File: src/hw/ebc_pkg.sv
// Constants, types and helpers shared by the external bus control block.
// Assumes a single 50 MHz clock and a synchronous active-high reset.
`default_nettype none
package ebc_pkg;
  // Clock and bus phase timing
  localparam int unsigned CLK_NS = 20;
  localparam int unsigned E_LOW_NS = 40;
  localparam int unsigned E_HIGH_NS = 40;
  localparam int unsigned E_LOW_CYC = (E_LOW_NS + CLK_NS - 1) / CLK_NS;
  localparam int unsigned E_HIGH_CYC = (E_HIGH_NS + CLK_NS - 1) / CLK_NS;
  localparam int unsigned E_PER_CYC = E_LOW_CYC + E_HIGH_CYC;
  localparam logic [3:0] E_LOW_CNT = 4'(E_LOW_CYC - 1);
  localparam logic [3:0] E_HIGH_CNT = 4'(E_HIGH_CYC - 1);
  localparam logic [3:0] E_PER_CNT = 4'(E_PER_CYC);

  // Register indices; byte address is four times the index
  localparam logic [4:0] IDX_PORT_A_DATA = 5'h00;
  localparam logic [4:0] IDX_PORT_A_DIR = 5'h02;
  localparam logic [4:0] IDX_MODE = 5'h0b;
  localparam logic [4:0] IDX_MISC = 5'h13;
  localparam logic [4:0] IDX_EXPANSION_END = 5'h10;

  // Miscellaneous mapping control fields
  localparam int unsigned MISC_MAP_SWAP = 7;
  localparam int unsigned MISC_FOLLOW_NARROW = 6;
  localparam int unsigned MISC_FOLLOW_STR_LO = 4;
  localparam int unsigned MISC_EXT_STR_LO = 2;
  localparam int unsigned MISC_SMALL_FLASH = 1;
  localparam int unsigned MISC_LARGE_FLASH = 0;
  localparam logic [7:0] MISC_RST_EXP = 8'h0c;
  localparam logic [7:0] MISC_RST_SC = 8'h0f;
  localparam int unsigned MODE_EMULATE_E = 0;

  // CPU address map
  localparam logic [15:0] REG_END = 16'h0200;
  localparam logic [15:0] FOLLOW_END = 16'h0400;
  localparam logic [15:0] PORT_E_DATA_ADR = 16'h0008;
  localparam logic [15:0] PORT_E_DIR_ADR = 16'h0009;
  localparam logic [15:0] SMALL_LO = 16'h1000;
  localparam logic [15:0] SMALL_LO_SWAP = 16'h9000;
  localparam logic [15:0] LARGE_LO = 16'h8000;

  typedef enum logic [2:0] {
    EBC_SPC_SINGLE = 3'b000,
    EBC_SPC_NARROW = 3'b001,
    EBC_PERIPHERAL = 3'b010,
    EBC_SPC_WIDE = 3'b011,
    EBC_NRM_SINGLE = 3'b100,
    EBC_NRM_NARROW = 3'b101,
    EBC_NRM_RSVD = 3'b110,
    EBC_NRM_WIDE = 3'b111
  } ebc_mode_t;

  function automatic logic ebc_expanded(input ebc_mode_t m);
    return (m[0] == 1'b1);
  endfunction

  function automatic logic ebc_narrow(input ebc_mode_t m);
    return (m[1:0] == 2'b01);
  endfunction

  function automatic logic ebc_special(input ebc_mode_t m);
    return (m[2] == 1'b0);
  endfunction
endpackage
`default_nettype wire

File: src/hw/ebc_cyc_if.sv
// Carries one external bus cycle request and its pin-level drive.
// Assumes both ends run on the same clock.
`timescale 1ns/100ps
`default_nettype none
interface ebc_cyc_if;
  logic start;
  logic [15:0] addr;
  logic wr;
  logic size16;
  logic [15:0] wdata;
  logic [1:0] stretch;
  logic narrow;
  logic done;
  logic [15:0] rdata;
  logic e;
  logic rw;
  logic strobe;
  logic [7:0] pa_out;
  logic pa_drv;
  logic [7:0] pb_out;
  logic pb_drv;
  logic [7:0] pa_in;
  logic [7:0] pb_in;
  modport ctl (output start, addr, wr, size16, wdata, stretch, narrow, pa_in, pb_in,
    input done, rdata, e, rw, strobe, pa_out, pa_drv, pb_out, pb_drv);
  modport seq (input start, addr, wr, size16, wdata, stretch, narrow, pa_in, pb_in,
    output done, rdata, e, rw, strobe, pa_out, pa_drv, pb_out, pb_drv);
endinterface
`default_nettype wire

File: src/hw/ebc_top.sv
// External bus control: mapping registers, address routing and port A pins.
// Assumes an APB master, a CPU request port on the same clock, mode pins static.
//
// What this block does
// - Follow space accesses stretched by its field
// - External accesses stretched zero to three bus clock periods
// - Follow stretch holds regardless of narrow bit
// - Single-chip and peripheral modes ignore stretch
// - Flash enable bits map arrays in or out
// - External bus runs eight or sixteen bits
// - Access size shown on low-byte strobe
// - Strobe, A0, read/write encode access type
// - Only RAM gives strobe and A0 high
// - Peripheral mode hides first sixteen registers
// - Expanded modes move port A/B registers out
// - Port E emulation moves port E out
// - Port A carries high address and data
// - Port A is GPIO in single-chip modes only
// - Direction bit: zero input, one output
// - Port A registers always accessible when mapped
// - Narrow follow bit makes follow space 8-bit
// - Map control writes once normal, always special
// - Reset: external stretch three, follow zero
`timescale 1ns/100ps
`default_nettype none
module ebc_top
  import ebc_pkg::*;
(
  // Clock and reset
  input wire logic i_mclk,
  input wire logic i_srst,
  // Mode pins
  input wire logic [2:0] i_mode,
  // APB slave
  input wire logic i_psel,
  input wire logic i_penable,
  input wire logic i_pwrite,
  input wire logic [7:0] i_paddr,
  input wire logic [31:0] i_pwdata,
  output logic [31:0] o_prdata,
  output logic o_pready,
  output logic o_pslverr,
  // CPU request port
  input wire logic i_cpu_req,
  input wire logic [15:0] i_cpu_addr,
  input wire logic i_cpu_wr,
  input wire logic i_cpu_size16,
  input wire logic [15:0] i_cpu_wdata,
  input wire logic i_cpu_ram_hit,
  output logic o_cpu_ack,
  output logic [15:0] o_cpu_rdata,
  output logic o_small_flash_sel,
  output logic o_large_flash_sel,
  output logic o_reg_sel,
  output logic o_ram_misaligned,
  // External bus control pins
  output logic o_bus_phase_clock,
  output logic o_rw,
  output logic o_low_byte_strobe,
  // Port A pins
  input wire logic [7:0] i_pa,
  output logic [7:0] o_pa,
  output logic [7:0] o_pa_oe_n,
  // Port B pins
  input wire logic [7:0] i_pb,
  output logic [7:0] o_pb,
  output logic [7:0] o_pb_oe_n
);
  ebc_cyc_if cyc ();

  // Mode pins: two-flop synchroniser, then caught while reset is held
  logic [2:0] mode_s1_q, mode_s2_q;
  ebc_mode_t mode_q;
  logic expanded, special, narrow_mode, periph;

  always_ff @(posedge i_mclk)
  begin
    mode_s1_q <= i_mode;
    mode_s2_q <= mode_s1_q;
  end

  always_ff @(posedge i_mclk)
  begin
    if (i_srst)
      mode_q <= ebc_mode_t'(mode_s2_q);
  end

  assign expanded = ebc_expanded(mode_q);
  assign special = ebc_special(mode_q);
  assign narrow_mode = ebc_narrow(mode_q);
  assign periph = (mode_q == EBC_PERIPHERAL);

  // Registers
  logic [7:0] pa_data_q, pa_data_d, pa_dir_q, pa_dir_d, misc_q, misc_d;
  logic misc_done_q, misc_done_d, emu_q, emu_d, emu_done_q, emu_done_d;
  logic [31:0] prdata_q, prdata_d;
  logic pslverr_q, pslverr_d;
  logic [4:0] idx;
  logic setup, wr_acc, aligned, pa_mapped, hit;
  logic [7:0] rd_val;

  assign idx = i_paddr[6:2];
  assign aligned = (i_paddr[1:0] == 2'b00) & (i_paddr[7] == 1'b0);
  assign setup = i_psel & ~i_penable;
  assign wr_acc = i_psel & i_penable & i_pwrite & ~pslverr_q;
  // Port A registers leave the map in expanded and peripheral modes
  assign pa_mapped = ~expanded & ~periph;

  always_comb
  begin
    hit = 1'b0;
    rd_val = 8'h00;
    unique case (idx)
      IDX_PORT_A_DATA:
      begin
        hit = pa_mapped;
        rd_val = pa_data_q;
      end
      IDX_PORT_A_DIR:
      begin
        hit = pa_mapped;
        rd_val = pa_dir_q;
      end
      IDX_MODE:
      begin
        hit = ~periph;
        rd_val = {1'b0, mode_q, 3'b000, emu_q};
      end
      IDX_MISC:
      begin
        hit = 1'b1;
        rd_val = misc_q;
      end
      default:
      begin
        hit = 1'b0;
        rd_val = 8'h00;
      end
    endcase
    if (~aligned)
      hit = 1'b0;
  end

  always_comb
  begin
    pa_data_d = pa_data_q;
    pa_dir_d = pa_dir_q;
    misc_d = misc_q;
    misc_done_d = misc_done_q;
    emu_d = emu_q;
    emu_done_d = emu_done_q;
    prdata_d = prdata_q;
    pslverr_d = pslverr_q;
    if (setup)
    begin
      prdata_d = (hit & ~i_pwrite) ? {24'h000000, rd_val} : 32'h00000000;
      pslverr_d = ~hit;
    end
    if (wr_acc)
    begin
      unique case (idx)
        IDX_PORT_A_DATA:
          pa_data_d = i_pwdata[7:0];
        IDX_PORT_A_DIR:
          pa_dir_d = i_pwdata[7:0];
        IDX_MODE:
          if (special | ~emu_done_q)
          begin
            emu_d = i_pwdata[MODE_EMULATE_E];
            emu_done_d = 1'b1;
          end
        IDX_MISC:
          // Normal modes lock after the first write so stray code cannot remap
          if (special | ~misc_done_q)
          begin
            misc_d = i_pwdata[7:0];
            misc_done_d = 1'b1;
          end
        default:
          misc_d = misc_q;
      endcase
    end
  end

  always_ff @(posedge i_mclk)
  begin
    if (i_srst)
    begin
      pa_data_q <= 8'h00;
      pa_dir_q <= 8'h00;
      misc_q <= expanded ? MISC_RST_EXP : MISC_RST_SC;
      misc_done_q <= 1'b0;
      emu_q <= 1'b0;
      emu_done_q <= 1'b0;
      prdata_q <= 32'h00000000;
      pslverr_q <= 1'b0;
    end
    else
    begin
      pa_data_q <= pa_data_d;
      pa_dir_q <= pa_dir_d;
      misc_q <= misc_d;
      misc_done_q <= misc_done_d;
      emu_q <= emu_d;
      emu_done_q <= emu_done_d;
      prdata_q <= prdata_d;
      pslverr_q <= pslverr_d;
    end
  end

  assign o_pready = i_psel & i_penable;
  assign o_prdata = prdata_q;
  assign o_pslverr = pslverr_q & i_psel & i_penable;

  // CPU address routing
  logic in_reg, in_follow, reg_gone, small_hit, large_hit, ext;
  logic [1:0] follow_str, ext_str;
  logic follow_narrow;

  assign follow_str = misc_q[MISC_FOLLOW_STR_LO +: 2];
  assign ext_str = misc_q[MISC_EXT_STR_LO +: 2];
  assign follow_narrow = misc_q[MISC_FOLLOW_NARROW];
  assign in_reg = (i_cpu_addr < REG_END);
  assign in_follow = ~in_reg & (i_cpu_addr < FOLLOW_END);
  // Port A and B data and direction sit in the first four register bytes
  assign reg_gone = (expanded & (i_cpu_addr[15:2] == 14'h0000))
    | (expanded & emu_q & ((i_cpu_addr == PORT_E_DATA_ADR)
    | (i_cpu_addr == PORT_E_DIR_ADR)))
    | (periph & (i_cpu_addr < 16'(IDX_EXPANSION_END)));

  always_comb
  begin
    if (misc_q[MISC_MAP_SWAP])
    begin
      small_hit = (i_cpu_addr >= SMALL_LO_SWAP);
      large_hit = (i_cpu_addr < LARGE_LO);
    end
    else
    begin
      small_hit = (i_cpu_addr >= SMALL_LO) & (i_cpu_addr < LARGE_LO);
      large_hit = (i_cpu_addr >= LARGE_LO);
    end
    small_hit = small_hit & misc_q[MISC_SMALL_FLASH] & ~in_reg;
    large_hit = large_hit & misc_q[MISC_LARGE_FLASH] & ~in_reg;
  end

  assign ext = expanded & ~i_cpu_ram_hit & ~small_hit & ~large_hit
    & (~in_reg | reg_gone);

  // Request sequencing
  typedef enum logic {CT_IDLE = 1'b0, CT_EXT = 1'b1} ebc_ct_t;
  ebc_ct_t ct_q, ct_d;
  logic [15:0] crd_q, crd_d;

  always_comb
  begin
    ct_d = ct_q;
    crd_d = crd_q;
    o_cpu_ack = 1'b0;
    cyc.start = 1'b0;
    unique case (ct_q)
      CT_IDLE:
        if (i_cpu_req & ext)
        begin
          cyc.start = 1'b1;
          ct_d = CT_EXT;
        end
        else if (i_cpu_req)
        begin
          o_cpu_ack = 1'b1;
          crd_d = 16'h0000;
        end
      CT_EXT:
        if (cyc.done)
        begin
          o_cpu_ack = 1'b1;
          crd_d = cyc.rdata;
          ct_d = CT_IDLE;
        end
    endcase
  end

  always_ff @(posedge i_mclk)
  begin
    if (i_srst)
    begin
      ct_q <= CT_IDLE;
      crd_q <= 16'h0000;
    end
    else
    begin
      ct_q <= ct_d;
      crd_q <= crd_d;
    end
  end

  assign o_cpu_rdata = crd_q;
  assign cyc.addr = i_cpu_addr;
  assign cyc.wr = i_cpu_wr;
  assign cyc.size16 = i_cpu_size16;
  assign cyc.wdata = i_cpu_wdata;
  // Stretch only matters when a cycle runs outside, which needs an expanded mode
  assign cyc.stretch = ~expanded ? 2'b00 : (in_follow ? follow_str : ext_str);
  assign cyc.narrow = narrow_mode | (in_follow & follow_narrow);
  assign o_small_flash_sel = i_cpu_req & (ct_q == CT_IDLE) & small_hit;
  assign o_large_flash_sel = i_cpu_req & (ct_q == CT_IDLE) & large_hit;
  assign o_reg_sel = i_cpu_req & (ct_q == CT_IDLE) & in_reg & ~reg_gone;
  assign o_ram_misaligned = i_cpu_req & i_cpu_ram_hit & i_cpu_size16 & i_cpu_addr[0];
  assign o_bus_phase_clock = cyc.e;
  assign o_rw = cyc.rw;
  assign o_low_byte_strobe = cyc.strobe;

  ebc_bus_seq u_seq (
    .i_mclk(i_mclk),
    .i_srst(i_srst),
    .cyc(cyc.seq)
  );

  ebc_pin_mux #(.W(8)) u_port_a (
    .i_mclk(i_mclk),
    .i_srst(i_srst),
    .i_bus_mode(expanded | periph),
    .i_bus_out(cyc.pa_out),
    .i_bus_drv(cyc.pa_drv),
    .i_gp_out(pa_data_q),
    .i_gp_dir(pa_dir_q),
    .i_pin(i_pa),
    .o_pin_out(o_pa),
    .o_pin_oe_n(o_pa_oe_n),
    .o_pin_sync(cyc.pa_in)
  );

  // Port B registers live elsewhere; here it only serves the bus
  ebc_pin_mux #(.W(8)) u_port_b (
    .i_mclk(i_mclk),
    .i_srst(i_srst),
    .i_bus_mode(expanded | periph),
    .i_bus_out(cyc.pb_out),
    .i_bus_drv(cyc.pb_drv),
    .i_gp_out(8'h00),
    .i_gp_dir(8'h00),
    .i_pin(i_pb),
    .o_pin_out(o_pb),
    .o_pin_oe_n(o_pb_oe_n),
    .o_pin_sync(cyc.pb_in)
  );

  a_single_no_ext: assert property (@(posedge i_mclk) disable iff (i_srst)
    !expanded |-> !cyc.start)
    else $error("external cycle started outside expanded mode");
  a_flash_gate: assert property (@(posedge i_mclk) disable iff (i_srst)
    (o_small_flash_sel |-> misc_q[MISC_SMALL_FLASH])
    and (o_large_flash_sel |-> misc_q[MISC_LARGE_FLASH]))
    else $error("flash selected while disabled");
  a_periph_hidden: assert property (@(posedge i_mclk) disable iff (i_srst)
    setup && periph && aligned && idx < IDX_EXPANSION_END |=> o_pslverr)
    else $error("expansion register visible in peripheral mode");
  a_port_a_data_external: assert property (@(posedge i_mclk) disable iff (i_srst)
    ct_q == CT_IDLE && i_cpu_req && expanded && !i_cpu_ram_hit
    && i_cpu_addr < 16'h0004 |-> cyc.start ##1 ct_q == CT_EXT)
    else $error("port A address not sent outside");
  a_port_e_data_external: assert property (@(posedge i_mclk) disable iff (i_srst)
    ct_q == CT_IDLE && i_cpu_req && expanded && emu_q && !i_cpu_ram_hit
    && i_cpu_addr == PORT_E_DATA_ADR |-> cyc.start)
    else $error("port E address not sent outside");
  a_gpio_dir: assert property (@(posedge i_mclk) disable iff (i_srst)
    !expanded && !periph && $stable(pa_dir_q) |=> o_pa_oe_n == ~$past(pa_dir_q))
    else $error("port A direction not applied");
  a_misc_lock: assert property (@(posedge i_mclk) disable iff (i_srst)
    !special && misc_done_q && wr_acc && idx == IDX_MISC |=> $stable(misc_q))
    else $error("map control rewritten in normal mode");
  a_misc_reset: assert property (@(posedge i_mclk)
    $fell(i_srst) |-> misc_q[5:2] == 4'h3)
    else $error("stretch fields wrong after reset");
  a_stretch_pick: assert property (@(posedge i_mclk) disable iff (i_srst)
    cyc.start && in_follow |-> cyc.stretch == follow_str)
    else $error("follow space stretch not used");
  c_ext_read: cover property (@(posedge i_mclk) disable iff (i_srst)
    cyc.start && !i_cpu_wr ##[1:40] o_cpu_ack);
  c_split_word: cover property (@(posedge i_mclk) disable iff (i_srst)
    cyc.start && i_cpu_size16 && cyc.narrow);
  c_max_stretch: cover property (@(posedge i_mclk) disable iff (i_srst)
    cyc.start && cyc.stretch == 2'b11);
endmodule
`default_nettype wire

File: src/hw/ebc_pin_mux.sv
// One port of pins: bus use or general-purpose use, with input synchroniser.
// Assumes pins are asynchronous to the clock.
`timescale 1ns/100ps
`default_nettype none
module ebc_pin_mux
  import ebc_pkg::*;
#(
  parameter int unsigned W = 8
)(
  // Clock and reset
  input wire logic i_mclk,
  input wire logic i_srst,
  // Selection and sources
  input wire logic i_bus_mode,
  input wire logic [W-1:0] i_bus_out,
  input wire logic i_bus_drv,
  input wire logic [W-1:0] i_gp_out,
  input wire logic [W-1:0] i_gp_dir,
  // Pins
  input wire logic [W-1:0] i_pin,
  output logic [W-1:0] o_pin_out,
  output logic [W-1:0] o_pin_oe_n,
  output logic [W-1:0] o_pin_sync
);
  logic [W-1:0] out_q, out_d, oe_n_q, oe_n_d, s1_q, s2_q;

  always_comb
  begin
    if (i_bus_mode)
    begin
      out_d = i_bus_out;
      oe_n_d = {W{~i_bus_drv}};
    end
    else
    begin
      out_d = i_gp_out;
      oe_n_d = ~i_gp_dir;
    end
  end

  always_ff @(posedge i_mclk)
  begin
    if (i_srst)
    begin
      out_q <= '0;
      oe_n_q <= '1;
      s1_q <= '0;
      s2_q <= '0;
    end
    else
    begin
      out_q <= out_d;
      oe_n_q <= oe_n_d;
      s1_q <= i_pin;
      s2_q <= s1_q;
    end
  end

  assign o_pin_out = out_q;
  assign o_pin_oe_n = oe_n_q;
  assign o_pin_sync = s2_q;
endmodule
`default_nettype wire

File: src/hw/ebc_bus_seq.sv
// Sequencer for multiplexed external bus cycles with bus clock stretch.
// Assumes the controller holds the request fields only in the start cycle.
`timescale 1ns/100ps
`default_nettype none
module ebc_bus_seq
  import ebc_pkg::*;
(
  // Clock and reset
  input wire logic i_mclk,
  input wire logic i_srst,
  // Cycle carrier
  ebc_cyc_if.seq cyc
);
  typedef enum logic [1:0] {SQ_IDLE = 2'b00, SQ_LOW = 2'b01, SQ_HIGH = 2'b10} ebc_sq_t;
  ebc_sq_t st_q, st_d;
  logic [3:0] cnt_q, cnt_d;
  logic [15:0] adr_q, adr_d, wd_q, wd_d, rd_q, rd_d;
  logic wr_q, wr_d, w16_q, w16_d, split_q, split_d, sec_q, sec_d, nar_q, nar_d;
  logic [1:0] str_q, str_d;
  logic done_q, done_d;
  logic [7:0] byte_w, byte_r;
  logic split_req;

  // Narrow or misaligned words go out as two byte cycles; RAM alone does one-cycle odd words
  assign split_req = cyc.size16 & (cyc.narrow | cyc.addr[0]);
  assign byte_w = sec_q ? wd_q[7:0] : (split_q ? wd_q[15:8] : wd_q[7:0]);
  assign byte_r = (nar_q | ~adr_q[0]) ? cyc.pa_in : cyc.pb_in;

  always_comb
  begin
    st_d = st_q;
    cnt_d = cnt_q;
    adr_d = adr_q;
    wd_d = wd_q;
    rd_d = rd_q;
    wr_d = wr_q;
    w16_d = w16_q;
    split_d = split_q;
    sec_d = sec_q;
    nar_d = nar_q;
    str_d = str_q;
    done_d = 1'b0;
    unique case (st_q)
      SQ_IDLE:
        if (cyc.start)
        begin
          st_d = SQ_LOW;
          cnt_d = E_LOW_CNT;
          adr_d = cyc.addr;
          wd_d = cyc.wdata;
          rd_d = '0;
          wr_d = cyc.wr;
          split_d = split_req;
          w16_d = cyc.size16 & ~split_req;
          sec_d = 1'b0;
          nar_d = cyc.narrow;
          str_d = cyc.stretch;
        end
      SQ_LOW:
        if (cnt_q == 4'h0)
        begin
          st_d = SQ_HIGH;
          cnt_d = E_HIGH_CNT + 4'(str_q) * E_PER_CNT;
        end
        else
          cnt_d = cnt_q - 4'h1;
      SQ_HIGH:
        if (cnt_q == 4'h0)
        begin
          if (w16_q)
            rd_d = {cyc.pa_in, cyc.pb_in};
          else if (split_q & ~sec_q)
            rd_d[15:8] = byte_r;
          else
            rd_d[7:0] = byte_r;
          if (split_q & ~sec_q)
          begin
            st_d = SQ_LOW;
            cnt_d = E_LOW_CNT;
            adr_d = adr_q + 16'h0001;
            sec_d = 1'b1;
          end
          else
          begin
            st_d = SQ_IDLE;
            done_d = 1'b1;
          end
        end
        else
          cnt_d = cnt_q - 4'h1;
      default:
        st_d = SQ_IDLE;
    endcase
  end

  always_ff @(posedge i_mclk)
  begin
    if (i_srst)
    begin
      st_q <= SQ_IDLE;
      cnt_q <= 4'h0;
      adr_q <= '0;
      wd_q <= '0;
      rd_q <= '0;
      wr_q <= 1'b0;
      w16_q <= 1'b0;
      split_q <= 1'b0;
      sec_q <= 1'b0;
      nar_q <= 1'b0;
      str_q <= 2'b00;
      done_q <= 1'b0;
    end
    else
    begin
      st_q <= st_d;
      cnt_q <= cnt_d;
      adr_q <= adr_d;
      wd_q <= wd_d;
      rd_q <= rd_d;
      wr_q <= wr_d;
      w16_q <= w16_d;
      split_q <= split_d;
      sec_q <= sec_d;
      nar_q <= nar_d;
      str_q <= str_d;
      done_q <= done_d;
    end
  end

  // Address in the low phase, data in the high phase
  always_comb
  begin
    cyc.e = (st_q == SQ_HIGH);
    cyc.rw = ~((st_q != SQ_IDLE) & wr_q);
    cyc.strobe = (st_q != SQ_IDLE) & ~w16_q & ~adr_q[0];
    cyc.pa_out = adr_q[15:8];
    cyc.pb_out = adr_q[7:0];
    cyc.pa_drv = (st_q == SQ_LOW);
    cyc.pb_drv = (st_q == SQ_LOW) | (nar_q & (st_q != SQ_IDLE));
    if (st_q == SQ_HIGH)
    begin
      cyc.pa_out = w16_q ? wd_q[15:8] : byte_w;
      cyc.pa_drv = wr_q;
      if (~nar_q)
      begin
        cyc.pb_out = w16_q ? wd_q[7:0] : byte_w;
        cyc.pb_drv = wr_q;
      end
    end
  end

  assign cyc.done = done_q;
  assign cyc.rdata = rd_q;

  // Helper: length of each high phase
  logic [3:0] hi_run_q;
  always_ff @(posedge i_mclk)
  begin
    if (i_srst)
      hi_run_q <= 4'h0;
    else
      hi_run_q <= (st_q == SQ_HIGH) ? hi_run_q + 4'h1 : 4'h0;
  end

  a_high_len: assert property (@(posedge i_mclk) disable iff (i_srst)
    $fell(cyc.e) |-> hi_run_q == E_HIGH_CNT + 4'h1 + 4'(str_q) * E_PER_CNT)
    else $error("bus clock high phase length wrong");
  a_no_odd_word: assert property (@(posedge i_mclk) disable iff (i_srst)
    cyc.e |-> !(cyc.strobe && adr_q[0]))
    else $error("external cycle shows odd word encoding");
endmodule
`default_nettype wire

File: config.mk
export PLATFORM = sky130hd
export DESIGN_NAME = ebc_top
export DESIGN_NICKNAME = d
export VERILOG_FILES = /design/src/hw/ebc_pkg.sv /design/src/hw/ebc_cyc_if.sv /design/src/hw/ebc_top.sv /design/src/hw/ebc_pin_mux.sv /design/src/hw/ebc_bus_seq.sv
export SDC_FILE = /design/constraint.sdc
export NUM_CORES = 1
export LEC_CHECK = 0
export ABC_CLOCK_PERIOD_IN_PS = 6200
export BUFFER_PORTS_ARGS = -buffer_cell sky130_fd_sc_hd__buf_2
export CORE_MARGIN = 2
export CORE_UTILIZATION = 45
export DETAILED_ROUTE_END_ITERATION = 8
export GPL_TIMING_DRIVEN = 0
export PLACE_DENSITY = 0.67
export SLEW_MARGIN = 20
export SYNTH_ARGS = -nofsm -noshare
export SYNTH_HDL_FRONTEND = slang
export SYNTH_HIERARCHICAL = 1
export SYNTH_SLANG_ARGS = --single-unit
File: constraint.sdc
create_clock -name i_mclk -period 6.2 [get_ports i_mclk]
set_input_delay 0.62 -clock i_mclk [delete_from_list [all_inputs] [get_ports i_mclk]]
set_output_delay 0.62 -clock i_mclk [all_outputs]
set_load 0.1 [all_outputs]
# After elaboration in Yosys (flattened, before gate mapping)
# Index checks and enable logic that the tools add are counted.
# word_totals
regBits	205
out_inout_bits	90
# op_classes
order_cmp	7
addsub	3
n_eq_ne	19
bitwise_logic	78
n_mux	63
n_reduce_logical	26
# ops
cell	count
16-bit two-way mux	9
8-bit two-way mux	17
16-bit one-hot mux with 2 select lines	3
1-bit bitwise AND	40
16-bit by 4-bit equality test with 1-bit output (second input constant)	2
16-bit >= comparator (second input constant)	2
8-bit one-hot mux with 4 select lines	1
1-bit NOT	26
3-bit AND reduction	6
1-bit two-way mux	17
16-bit by 1-bit adder with 16-bit output (second input constant)	1
16-bit by 13-bit >= comparator with 1-bit output (second input constant)	1
16-bit by 10-bit < comparator with 1-bit output (second input constant)	1
16-bit by 11-bit < comparator with 1-bit output (second input constant)	1
16-bit < comparator (second input constant)	1
16-bit by 5-bit < comparator with 1-bit output (second input constant)	1
4-bit two-way mux	4
14-bit logical NOT	1
2-bit two-way mux	6
4-bit one-hot mux with 3 select lines	1
4-bit AND reduction	3
1-bit OR	11
2-bit nonzero test	5
2-bit by 1-bit inequality test with 1-bit output (second input constant)	4
23 further kinds	32

# Depth between registers and ports, before layout
# Gate-level depths: netlist of run 1.
# depth
ltp_word	14
depth_mapped	12
ltp_nobuf	9

# By module
# The synthesis of run 1 kept the hierarchy.
# modules_own_cells
module	n_inst	area_each_um2	cells_each	seq_area_each_um2
ebc_bus_seq	1	3628.5	477	1241.2
ebc_top	1	2962.8	304	1351.3
ebc_pin_mux	2	1003.5	86	640.6

# Worst setup path after synthesis of run 1
# Ideal clock, no wire load.
# synth_timing
path_type	input port to output port
from	in i_cpu_addr[11]
to	out o_cpu_ack
path_slack_ns	2.046
required_time_ns	5.580
path_buffers	0
stages	4
arrival_time_ns	3.534
path_cell_list	or4_4 nor2_1 a21oi_1 o21ai_0
# synth_between
elab_chain_cells	12
elab_cells_between_ends	32
cone_classes	order compare: 6; eq/ne: 2; mux: 4; bitwise: 19; reduce/logical: 1
# synth_rtl
element	line_no	rtl
start, declared	ebc_top.sv:45	input wire logic [15:0] i_cpu_addr,
16-bit by 13-bit >= comparator with 1-bit output or 16-bit < comparator (tied branches)	ebc_top.sv:240, ebc_top.sv:236	
1-bit bitwise AND	ebc_top.sv:240	small_hit = (i_cpu_addr >= SMALL_LO) & (i_cpu_addr < LARGE_LO);
1-bit two-way mux	ebc_top.sv:233	if (misc_q[MISC_MAP_SWAP])
1-bit bitwise AND (2 in a row)	ebc_top.sv:243	small_hit = small_hit & misc_q[MISC_SMALL_FLASH] & ~in_reg;
1-bit NOT	ebc_top.sv:247	assign ext = expanded & ~i_cpu_ram_hit & ~small_hit & ~large_hit
1-bit bitwise AND (2 in a row)	ebc_top.sv:247	
1-bit bitwise AND (*)	ebc_top.sv:248	& (~in_reg | reg_gone);
1-bit bitwise AND (*)	ebc_top.sv:263	if (i_cpu_req & ext)
1-bit two-way mux (*)	ebc_top.sv:263	
1-bit one-hot mux with 2 select lines (*)	ebc_top.sv:261	unique case (ct_q)
end, declared	ebc_top.sv:50	output logic o_cpu_ack,
# Every way passes the cells marked *; elsewhere a longest branch is shown, timed or not.

# Worst setup path after layout of run 1
# layout_timing
from	reg mode_q[0]
to	reg u_seq.rd_q[10], in the netlist u_seq/cyc.rdata[10]
# layout_between
elab_chain_cells	11
elab_cells_between_ends	17
cone_classes	eq/ne: 2; mux: 2; bitwise: 12; reduce/logical: 1
# layout_rtl
element	line_no	rtl
start, declared	ebc_top.sv:73	ebc_mode_t mode_q;
start signal, assigned	ebc_top.sv:85	mode_q <= ebc_mode_t'(mode_s2_q);
1-bit bitwise AND (2 in a row)	ebc_top.sv:227	| (expanded & emu_q & ((i_cpu_addr == PORT_E_DATA_ADR)
1-bit OR	ebc_top.sv:227	
1-bit OR	ebc_top.sv:229	| (periph & (i_cpu_addr < 16'(IDX_EXPANSION_END)));
1-bit OR	ebc_top.sv:248	
1-bit bitwise AND (*)	ebc_top.sv:248	
1-bit bitwise AND (*)	ebc_top.sv:263	
1-bit two-way mux (*)	ebc_top.sv:263	
1-bit two-way mux (*)	ebc_top.sv:261	
named net cyc.start	ebc_cyc_if.sv:6	logic start;
2-bit inequality test (no line) (*)	--	
4-bit AND reduction (no line) (*)	--	
end signal, assigned	ebc_bus_seq.sv:119	rd_q <= rd_d;
end, declared	ebc_bus_seq.sv:17	logic [15:0] adr_q, adr_d, wd_q, wd_d, rd_q, rd_d;
# Mark *: on every way through the listed nets, which the timed path passes. The rest lies on a longest branch.
# A chain may end at the register's enable or synchronous reset.

==> run_results.csv, run 1 <==
group,metric,value,unit
clock_tree,clock_latency,430,ps
global_routing,grt_pass1_wl,36.9,mm
timing,hold_viol,0,
floorplan,die_y,142,um
pwr,max-vdd-ir-drop,0.000190,V
global_routing,grtUsageTotal,23.9,%
pwr,power,3170,uW
timing,fin_setup_tns,0,ps
job,drv_cap,0,
global_routing,grt_max_degree,20,
min_path,hold_start,"i_mode[2]",
critical_path,cp_data_required_time,6550,ps
synth,synth_seq_cells,188,
clock_tree,cts_tree,"done",
cells_and_area,syn2layout_area_growth,19.7,%
clock_tree,numCtsBuffers,17,
critical_path,path_class,"reg -> reg",
routing,first_iter_violations,579,
timing,post-route-min-period,3710,ps
routing,drt_pass1_iterations,5,
synth,synth_area_leaders,"dfxtp_1, mux2i_1, nand2_1",
floorplan,die_x,142,um
clock_tree,post-cts-setup-buffers,0,
critical_path,slowest_delay,730,ps
clock_tree,cts_sinks,188,
cells_and_area,mostFrequentLayoutCell,"dfxtp_1",
synth,syn_avg_cell_area,9.02,um^2
synth,yosysUniqueCellTypes,73,
synth,yosysWarnings,6,
critical_path,cp-end-kind,"flop",
timing,skew,9.04,ps
synth,synth_ff_type,"dfxtp_1",
synth,synthArstFlopShare,0,%
timing,fmax,270,MHz
cells_and_area,fill_cells,1762,
routing,detail_route.vias_per_cell,5.41,
timing,finalSetupViolations,0,
synth,synthesis.area,8600,um^2
timing,rsz0062_at_grt,"no",
floorplan,start_util,46.0,%
critical_path,r2r-end,"u_seq/cyc.rdata[10]",
synth,synth_cells,953,
timing,relSlewSlack,40.3,%
clock_tree,cts-root-buf,"clkbuf_16",
routing,vias,7577,
critical_path,cp_slowest_cell,"a21boi_1",
cells_and_area,drive_gt1_share,20.8,%
critical_path,worstPathArrival,4060,ps
critical_path,crit_fanout,10,
global_routing,overflow,0,
synth,synth_top_cell_area_share,41.2,%
place,place.gp.congestion,0.930,
cells_and_area,final_cell_mix,"dfxtp_1, buf_2, nand2_1",
clock_tree,post_cts_resize_count,0,
place,port_buffers,141,
timing,tightest_slew,893,ps
cells_and_area,nets,1259,
floorplan,rows,50,
routing,remaining_drc_errors,0,
clock_tree,ctsHoldBuffers,0,
min_path,hp-class,"in -> reg",
critical_path,critical_path.startpoint_type,"flop",
timing,slew_viol_final,0,
status,status,"complete, no violations",
timing,final.period_utilization,59.8,%
global_routing,antenna_found_initial,1,
synth,ys_seq_area_share,45.1,%
routing,drt_wl_total,24.2,mm
synth,synth_edf_count,11,
synth,synth.largest_area_cell,"dfxtp_1",
pwr,cellPowerDensity,308,nW/um^2
critical_path,r2r_setup_slack,2490,ps
critical_path,timing.rr.start,"mode_q[0]",
floorplan,core,18700,um^2
critical_path,crit_path_cell_trace,"buf_6 -> inv_1 -> a211oi_1 -> o21ai_0 -> and2_1 -> nor3_1 -> mux2_2 -> a21boi_1 -> nand4_1 -> a21oi_1",
routing,drtAntennaViolNets,0,
critical_path,ff2ff_path_depth,10,
clock_tree,htreeDepth,4,
min_path,holdPathEnd,"mode_s1_q[2]",
routing,wire_per_inst,17.3,um
floorplan,ioPinCount,190,
min_path,whs_path_depth,1,
clock_tree,clockBufferDepth,2,
global_routing,grt_pass1_vias,6803,
pwr,p_leak,0.00413,uW
clock_tree,path_clk_slew,70,ps
place,dp_hpwl,18.1,mm
floorplan,die_area,20200,um^2
## metal layers
metal	wire (um)	vias to the layer above	share of wire, %	global-route usage, %
met5	12	-	0.050	0
met4	541	2	2.2	7.95
met3	1890	36	7.8	5.99
met2	10700	305	44	36.5
met1	11100	3524	46	33.1
li1	-	3710	-	-
## area by class of cell
cell class | instances | area (um^2) | area share (%)
clock buffer | 22 | 464 | 4.51
antenna | 1 | 2.50 | 0.0243
inverter | 18 | 67.6 | 0.656
tap | 234 | 293 | 2.84
timing repair buffer | 141 | 706 | 6.86
multi-input combinational | 702 | 4330 | 42.1
sequential | 188 | 3870 | 37.6
clock inverter | 10 | 82.6 | 0.802
buffer | 84 | 469 | 4.56
## cell families after synthesis
| group | share of synthesized area [%] |
|---|---|
| mux | 7.35 |
| fa+ha+maj | 1.02 |
| buf+inv | 6.24 |
| other cells | 0.0436 |
| simple gates | 20.8 |
| compound gates | 19.2 |
| xor+xnor | 0.306 |
| flops | 45.1 |
## sequential cells by signal, indices dropped and copies added, names as in the netlist, 16 cells and up
| register | count |
|---|---|
| u_seq/cyc.rdata | 16 |
| u_seq/wd_q | 16 |
| u_seq/adr_q | 16 |
| o_cpu_rdata | 16 |
## through the flow
stage / setup WS (ps) / instances / instance area [um^2] / hold slack, ps / util (%)
after floorplan: 2050 / 992 / 8740 / 310 / -
after global placement: 2250 / 1367 / 9740 / 310 / 52.1
after detailed placement: 2220 / 1367 / 9740 / 312 / 52.1
after CTS: 2640 / 1399 / 10300 / 271 / 55.0
after global routing: 2190 / 1399 / 10300 / 263 / 55.0
final: 2490 / 1400 / 10300 / 287 / 55.0
## critical path, delay by kind of cell (launching register included)
kind / cells / cell delay (ps)
AOI/OAI and AO/OA: 4 / 1730
buffers and inverters: 2 / 270
DFF: 1 / 350
muxes: 1 / 310
and+or+nand+nor: 3 / 980
## worst max-delay path by stage
stage	slack [ps]	startpoint	cells past startpoint	end
2_1_floorplan	2050	i_cpu_addr[11]	4	o_cpu_ack
3_3_place_gp	2250	i_cpu_addr[4]	11	u_seq/adr_q[15]
3_5_place_dp	2220	i_cpu_addr[4]	11	u_seq/adr_q[15]
4_1_cts	2640	mode_q[0]	11	u_seq/adr_q[15]
5_1_grt	2190	mode_q[0]	10	u_seq/cyc.rdata[13]
6_report	2490	mode_q[0]	10	u_seq/cyc.rdata[10]
## cells in the mapped netlist, types with 11 or more instances
| master | instances |
|---|---|
| clkbuf_1 | 43 |
| a21o_1 | 17 |
| nor3_1 | 13 |
| a31oi_1 | 11 |
| nor2b_1 | 45 |
| a21oi_1 | 58 |
| nand2b_1 | 23 |
| dfxtp_1 | 177 |
| a22oi_1 | 22 |
| nor2_1 | 67 |
| edfxtp_1 | 11 |
| nand3_1 | 14 |
| buf_4 | 25 |
| nand2_1 | 120 |
| o211ai_1 | 16 |
| o21ai_0 | 39 |
| nand4_1 | 15 |
| mux2i_1 | 53 |
| inv_1 | 16 |
## report_power, final
group / switching, uW / total (uW) / internal [uW]
sequential: 39.8 / 1320 / 1280
clock: 481 / 1030 / 544
combinational: 620 / 822 / 202
Note: power is estimated with default switching activity, not from simulation.
==> inputs of run 2 (changes only) <==
--- a/config.mk
+++ b/config.mk
@@ -5,13 +5,14 @@
 export SDC_FILE = /design/constraint.sdc
 export NUM_CORES = 1
 export LEC_CHECK = 0
-export ABC_CLOCK_PERIOD_IN_PS = 6200
+export ABC_AREA = 1
+export ABC_CLOCK_PERIOD_IN_PS = 3300
 export BUFFER_PORTS_ARGS = -buffer_cell sky130_fd_sc_hd__buf_2
 export CORE_MARGIN = 2
 export CORE_UTILIZATION = 45
 export DETAILED_ROUTE_END_ITERATION = 8
 export GPL_TIMING_DRIVEN = 0
-export PLACE_DENSITY = 0.67
+export PLACE_DENSITY = 0.7
 export SLEW_MARGIN = 20
 export SYNTH_ARGS = -nofsm -noshare
 export SYNTH_HDL_FRONTEND = slang
==> constraint.sdc (replaced) <==
create_clock -name i_mclk -period 3.3 [get_ports i_mclk]
set_input_delay 0.33 -clock i_mclk [delete_from_list [all_inputs] [get_ports i_mclk]]
set_output_delay 0.33 -clock i_mclk [all_outputs]
set_load 0.1 [all_outputs]
==> run_results.csv, run 2 <==
group,metric,value,unit
pwr,max-vdd-ir-drop,0.000410,V
global_routing,grt_max_degree,20,
cells_and_area,fin_util,55.0,%
clock_tree,cts_tree,"done",
clock_tree,htreeDepth,4,
synth,yosysWarnings,6,
timing,post-route-min-period,2570,ps
cells_and_area,final_cell_mix,"nor2_1, nand2_1, dfxtp_1",
global_routing,grt_pass1_vias,7531,
timing,relSlewSlack,58.9,%
global_routing,grtUsageTotal,23.6,%
floorplan,start_util,45.8,%
clock_tree,cts-root-buf,"clkbuf_16",
critical_path,critical_path.startpoint_type,"flop",
critical_path,cp-end-kind,"primary output",
routing,drt_pass1_iterations,6,
cells_and_area,mostFrequentLayoutCell,"nor2_1",
synth,synthArstFlopShare,0,%
routing,wire_per_inst,13.9,um
synth,synth.most_common_cell,"nor2_1",
timing,hold_viol,0,
clock_tree,numCtsBuffers,17,
routing,first_iter_violations,685,
timing,fin_setup_tns,0,ps
synth,synthesis.area,8890,um^2
clock_tree,post-cts-setup-buffers,0,
floorplan,ioPinCount,190,
cells_and_area,finalNonFillerCells,1733,
timing,tightest_slew,616,ps
timing,rsz0062_at_grt,"no",
place,port_buffers,141,
synth,synth_commonest_cells,"nor2_1, nand2_1, dfxtp_1",
place,place.gp.congestion,0.965,
critical_path,r2r-end,"u_seq/cyc.rdata[15]",
floorplan,die_area,20900,um^2
critical_path,r2r_setup_slack,880,ps
critical_path,critPathCapture,"o_cpu_ack",
cells_and_area,fill_cells,1954,
cells_and_area,diodes,0,
synth,synth_seq_cells,188,
floorplan,die_y,145,um
timing,fmax,390,MHz
timing,final.period_utilization,77.8,%
global_routing,overflow,0,
cells_and_area,syn2layout_area_growth,20.1,%
global_routing,grt_pass1_wl,37.8,mm
timing,finalSetupViolations,0,
critical_path,ff2ff_path_depth,15,
floorplan,die_x,145,um
critical_path,worstSetupStartpoint,"mode_q[0]",
synth,synth_edf_count,11,
synth,yosysUniqueCellTypes,41,
routing,detail_route.vias_per_cell,4.89,
routing,drt_wl_total,24.1,mm
clock_tree,cts_sinks,188,
cells_and_area,nets,1562,
clock_tree,path_clk_slew,70,ps
status,status,"complete, no violations",
timing,slew_viol_final,0,
global_routing,antenna_found_initial,0,
synth,ys_seq_area_share,43.6,%
floorplan,core,19400,um^2
min_path,hp-class,"in -> reg",
clock_tree,clock_latency,440,ps
routing,remaining_drc_errors,0,
floorplan,rows,51,
critical_path,crit_fanout,10,
clock_tree,clockBufferDepth,2,
synth,synth_area_leaders,"dfxtp_1, nor2_1, nand2_1",
critical_path,worstPathArrival,2240,ps
timing,skew,10.9,ps
critical_path,timing.rr.start,"mode_q[0]",
routing,vias,8481,
synth,synth_top_cell_area_share,39.9,%
place,dp_hpwl,18.6,mm
critical_path,path_class,"reg -> out",
synth,synth.largest_area_cell,"dfxtp_1",
synth,synth_ff_type,"dfxtp_1",
job,drv_cap,0,
cells_and_area,stdcell_area,10700,um^2
critical_path,cp_data_required_time,2970,ps
place,placed_cell_area,10100,um^2
synth,syn_avg_cell_area,7.09,um^2
pwr,cellPowerDensity,694,nW/um^2
pwr,p_leak,0.00486,uW
place,numPlacedInstances,1698,
cells_and_area,drive_gt1_share,19.0,%
routing,drtAntennaViolNets,0,
synth,synth_cells,1253,
run 2: cell count changes after synthesis, sizes merged, moves of 14 or more:
| cell | change |
|---|---|
| a21o | -17 |
| a21oi | +36 |
| buf | +14 |
| clkbuf | -21 |
| inv | +139 |
| mux2i | -53 |
| nand2 | +94 |
| nand2b | -23 |
| nand3 | +67 |
| nor2 | +208 |
| nor2b | -45 |
| o211ai | -16 |
| o21ai | +69 |
| o22ai | -16 |
run 2: worst max-delay path, stage by stage (launching register included):
cell	delay (ps)
edfxtp_1	480
inv_2	140
nor2_1	50
nand2_1	60
nand2_1	40
nand2_1	60
nand2_1	70
nand2_1	120
nand2_2	130
buf_6	180
nand2_1	50
buf_2	420
run 2: per-layer routing:
metal | track usage (%) | share of wire [%] | vias up
li1 | - | - | 4294
met1 | 31.0 | 43 | 3806
met2 | 37.8 | 45 | 339
met3 | 5.60 | 8.8 | 42
met4 | 8.53 | 2.6 | 0
met5 | 0 | 0 | -
run 2: final cells by class:
cell class	instances	area (um^2)	share of cell area, %
Timing Repair Buffer	144	736	6.89
Tap cell	265	332	3.11
Clock buffer	17	425	3.99
Clock inverter	15	149	1.39
Multi-Input combinational cell	870	4000	37.5
Buffer	77	543	5.09
Sequential cell	188	3870	36.3
Inverter	157	614	5.76
run 2: logic make-up after synthesis:
logic type / count (synthesis) / synth area share [%]
simple gates: 598 / 28.7
buf+inv: 234 / 13.0
compound gates: 224 / 13.6
flops: 188 / 43.6
fa+ha+maj: 7 / 0.986
xor+xnor: 1 / 0.0986
other cells: 1 / 0.0422
run 2: report_power, final:
group	internal, uW	total (uW)	switching (uW)
logic	652	2660	2010
clock network	1010	1990	985
registers	2570	2750	183
total	4230	7410	3180
run 2: repair_timing:
| item | CTS | global route |
|---|---|---|
| hold endpoints to repair | 3 | 0 |
| gates resized for setup | 0 | 0 |
| hold buffers | 3 | 0 |
run 2: worst min-delay path by stage:
stage / start / endpoint / slack (ps) / depth (start not counted)
3_3_place_gp: mode_s1_q[1] / mode_s2_q[1] / 310 / 0
3_5_place_dp: mode_s1_q[1] / mode_s2_q[1] / 310 / 0
5_1_grt: i_pb[4] / u_port_b/s1_q[4] / 70 / 3
2_1_floorplan: mode_s1_q[0] / mode_s2_q[0] / 310 / 0
4_1_cts: i_pa[6] / u_port_a/s1_q[6] / 70 / 3
6_report: i_pa[6] / u_port_a/s1_q[6] / 80 / 3
run 2: metrics by stage:
step / total power, uW / hold WS, ps / setup WS (ps)
finish: 7410 / 83.1 / 734
global placement: 5400 / 312 / 829
floorplan: 4850 / 310 / 172
global route: 7800 / 71.2 / 568
CTS: 7410 / 69.6 / 720
detailed placement: 5420 / 312 / 826
==> inputs of run 3 (changes only) <==
--- a/config.mk
+++ b/config.mk
@@ -6,13 +6,13 @@
 export NUM_CORES = 1
 export LEC_CHECK = 0
 export ABC_AREA = 1
-export ABC_CLOCK_PERIOD_IN_PS = 3300
+export ABC_CLOCK_PERIOD_IN_PS = 2500
 export BUFFER_PORTS_ARGS = -buffer_cell sky130_fd_sc_hd__buf_2
 export CORE_MARGIN = 2
 export CORE_UTILIZATION = 45
 export DETAILED_ROUTE_END_ITERATION = 8
 export GPL_TIMING_DRIVEN = 0
-export PLACE_DENSITY = 0.7
+export PLACE_DENSITY = 0.67
 export SLEW_MARGIN = 20
 export SYNTH_ARGS = -nofsm -noshare
 export SYNTH_HDL_FRONTEND = slang
==> constraint.sdc (replaced) <==
create_clock -name i_mclk -period 2.5 [get_ports i_mclk]
set_input_delay 0.25 -clock i_mclk [delete_from_list [all_inputs] [get_ports i_mclk]]
set_output_delay 0.25 -clock i_mclk [all_outputs]
set_load 0.1 [all_outputs]
==> run_results.csv, run 3 (same netlist as run 2, synthesis figures left out) <==
group,metric,value,unit
floorplan,start_util,45.8,%
floorplan,rows,51,
cells_and_area,fin_util,55.2,%
critical_path,crit_family,"simple AND/OR/NAND/NOR gates",
timing,fmax,408,MHz
clock_tree,clockBufferDepth,2,
min_path,hp-class,"in -> reg",
place,place.gp.congestion,0.965,
cells_and_area,syn2layout_area_growth,20.5,%
cells_and_area,diodes,0,
critical_path,crit_path_cell_trace,"inv_2 -> nand3_1 -> nand2_1 -> nand2_1 -> nand2_1 -> nand2_1 -> nand2_2 -> buf_6 -> nand2_1 -> buf_4",
timing,tightest_slew,569,ps
clock_tree,cts_sinks,188,
routing,drt_wl_total,24.5,mm
clock_tree,htreeDepth,4,
floorplan,core,19400,um^2
timing,fin_setup_tns,0,ps
global_routing,grt_pass1_wl,38.5,mm
timing,slew_viol_final,0,
timing,skew,9.49,ps
routing,detail_route.vias_per_cell,4.89,
floorplan,die_y,145,um
cells_and_area,finalNonFillerCells,1734,
pwr,p_leak,0.00486,uW
timing,timing.final.ws_setup,48.6,ps
timing,relSlewSlack,62.1,%
critical_path,cp_common_cell,"nand2_1",
critical_path,worstPathArrival,2200,ps
place,port_buffers,141,
place,dp_hpwl,18.8,mm
routing,remaining_drc_errors,0,
status,status,"complete, no violations",
global_routing,grt_pass1_vias,7685,
routing,first_iter_violations,714,
job,drv_cap,0,
pwr,max-vdd-ir-drop,0.000581,V
place,numPlacedInstances,1698,
clock_tree,path_clk_slew,70,ps
critical_path,cp_slowest_cell,"edfxtp_1",
critical_path,crit_fanout,10,
critical_path,cp_data_required_time,2250,ps
floorplan,die_area,20900,um^2
global_routing,antenna_found_initial,0,
cells_and_area,mostFrequentLayoutCell,"nor2_1",
clock_tree,clock_latency,430,ps
routing,wire_per_inst,14.1,um
critical_path,slowest_delay,500,ps
global_routing,overflow,0,
routing,drt_pass1_iterations,5,
timing,final.period_utilization,98.1,%
routing,vias,8480,
critical_path,critical_path.startpoint_type,"flop",
timing,finalSetupViolations,0,
cells_and_area,fill_cells,1967,
critical_path,cp-end-kind,"primary output",
pwr,cellPowerDensity,913,nW/um^2
global_routing,grtUsageTotal,23.8,%
cells_and_area,drive_gt1_share,19.3,%
global_routing,grt_max_degree,19,
clock_tree,numCtsBuffers,17,
floorplan,ioPinCount,190,
floorplan,die_x,145,um
routing,drtAntennaViolNets,0,
cells_and_area,nets,1563,
critical_path,path_class,"reg -> out",
clock_tree,cts-root-buf,"clkbuf_16",
timing,rsz0062_at_grt,"yes",
cells_and_area,final_cell_mix,"nor2_1, nand2_1, dfxtp_1",
timing,post-route-min-period,2450,ps
timing,hold_viol,0,
critical_path,path_buf_inv,3,
place,pre_cts_ws,18.8,ps
clock_tree,cts_tree,"done",
==> run 3: worst reg2reg max path: cells and delay by family (launching register included) <==
| family | cells | cell delay [ps] |
|---|---|---|
| buffers and inverters | 3 | 410 |
| DFF | 1 | 500 |
| AOI/OAI and AO/OA | 2 | 340 |
| and+or+nand+nor | 10 | 1070 |
==> run 3: worst paths after layout <==
check / start / end / slack (ps) / cells past startpoint
setup / recovery: mode_q[0] / o_cpu_ack / 50 / 10
hold / removal: i_pa[6] / u_port_a/s1_q[6] / 10 / 3
setup reg to reg: mode_q[0] / u_seq/cyc.rdata[15] / 90 / 15
hold reg to reg: mode_s1_q[2] / mode_s2_q[2] / 330 / 0
==> run 3: stage by stage <==
stage	hold slack, ps	cell area, um^2	power, uW
3_5_place_dp	317	10100	7170
6_report	12.8	10700	9770
4_1_cts	3.85	10700	9760
3_3_place_gp	315	10100	7140
2_1_floorplan	278	9040	6410
5_1_grt	5.89	10700	10300
==> run 3: report_power, final <==
group	leakage [uW]	total (uW)	switching, uW	internal [uW]
combinational	0.00304	3530	2650	872
clock	0.000271	2610	1270	1340
sequential	0.00156	3640	245	3390
==> run 3: layer usage <==
metal	global-route usage, %	wire length, um	vias to the layer above
met1	31.7	11200	3843
li1	-	-	4310
met3	4.14	1450	43
met2	38.7	11100	284
met5	0	0	-
met4	9.35	792	0
==> run 3: timing repair <==
action | CTS | global route
setup buffers | 0 | 1
gates resized for setup | 0 | 8
hold buffers | 3 | 0
endpoints found under the hold margin | 3 | 0
endpoints found under the setup margin | 0 | 47
==> run 3: final cells by class <==
| type | count | area (um^2) | area share, % |
|---|---|---|---|
| Tap cell | 265 | 332 | 3.10 |
| Multi-Input combinational cell | 870 | 4030 | 37.6 |
| Clock buffer | 19 | 443 | 4.14 |
| Inverter | 157 | 614 | 5.74 |
| Buffer | 77 | 544 | 5.08 |
| Clock inverter | 13 | 124 | 1.16 |
| Timing Repair Buffer | 145 | 746 | 6.97 |
| Sequential cell | 188 | 3870 | 36.2 |
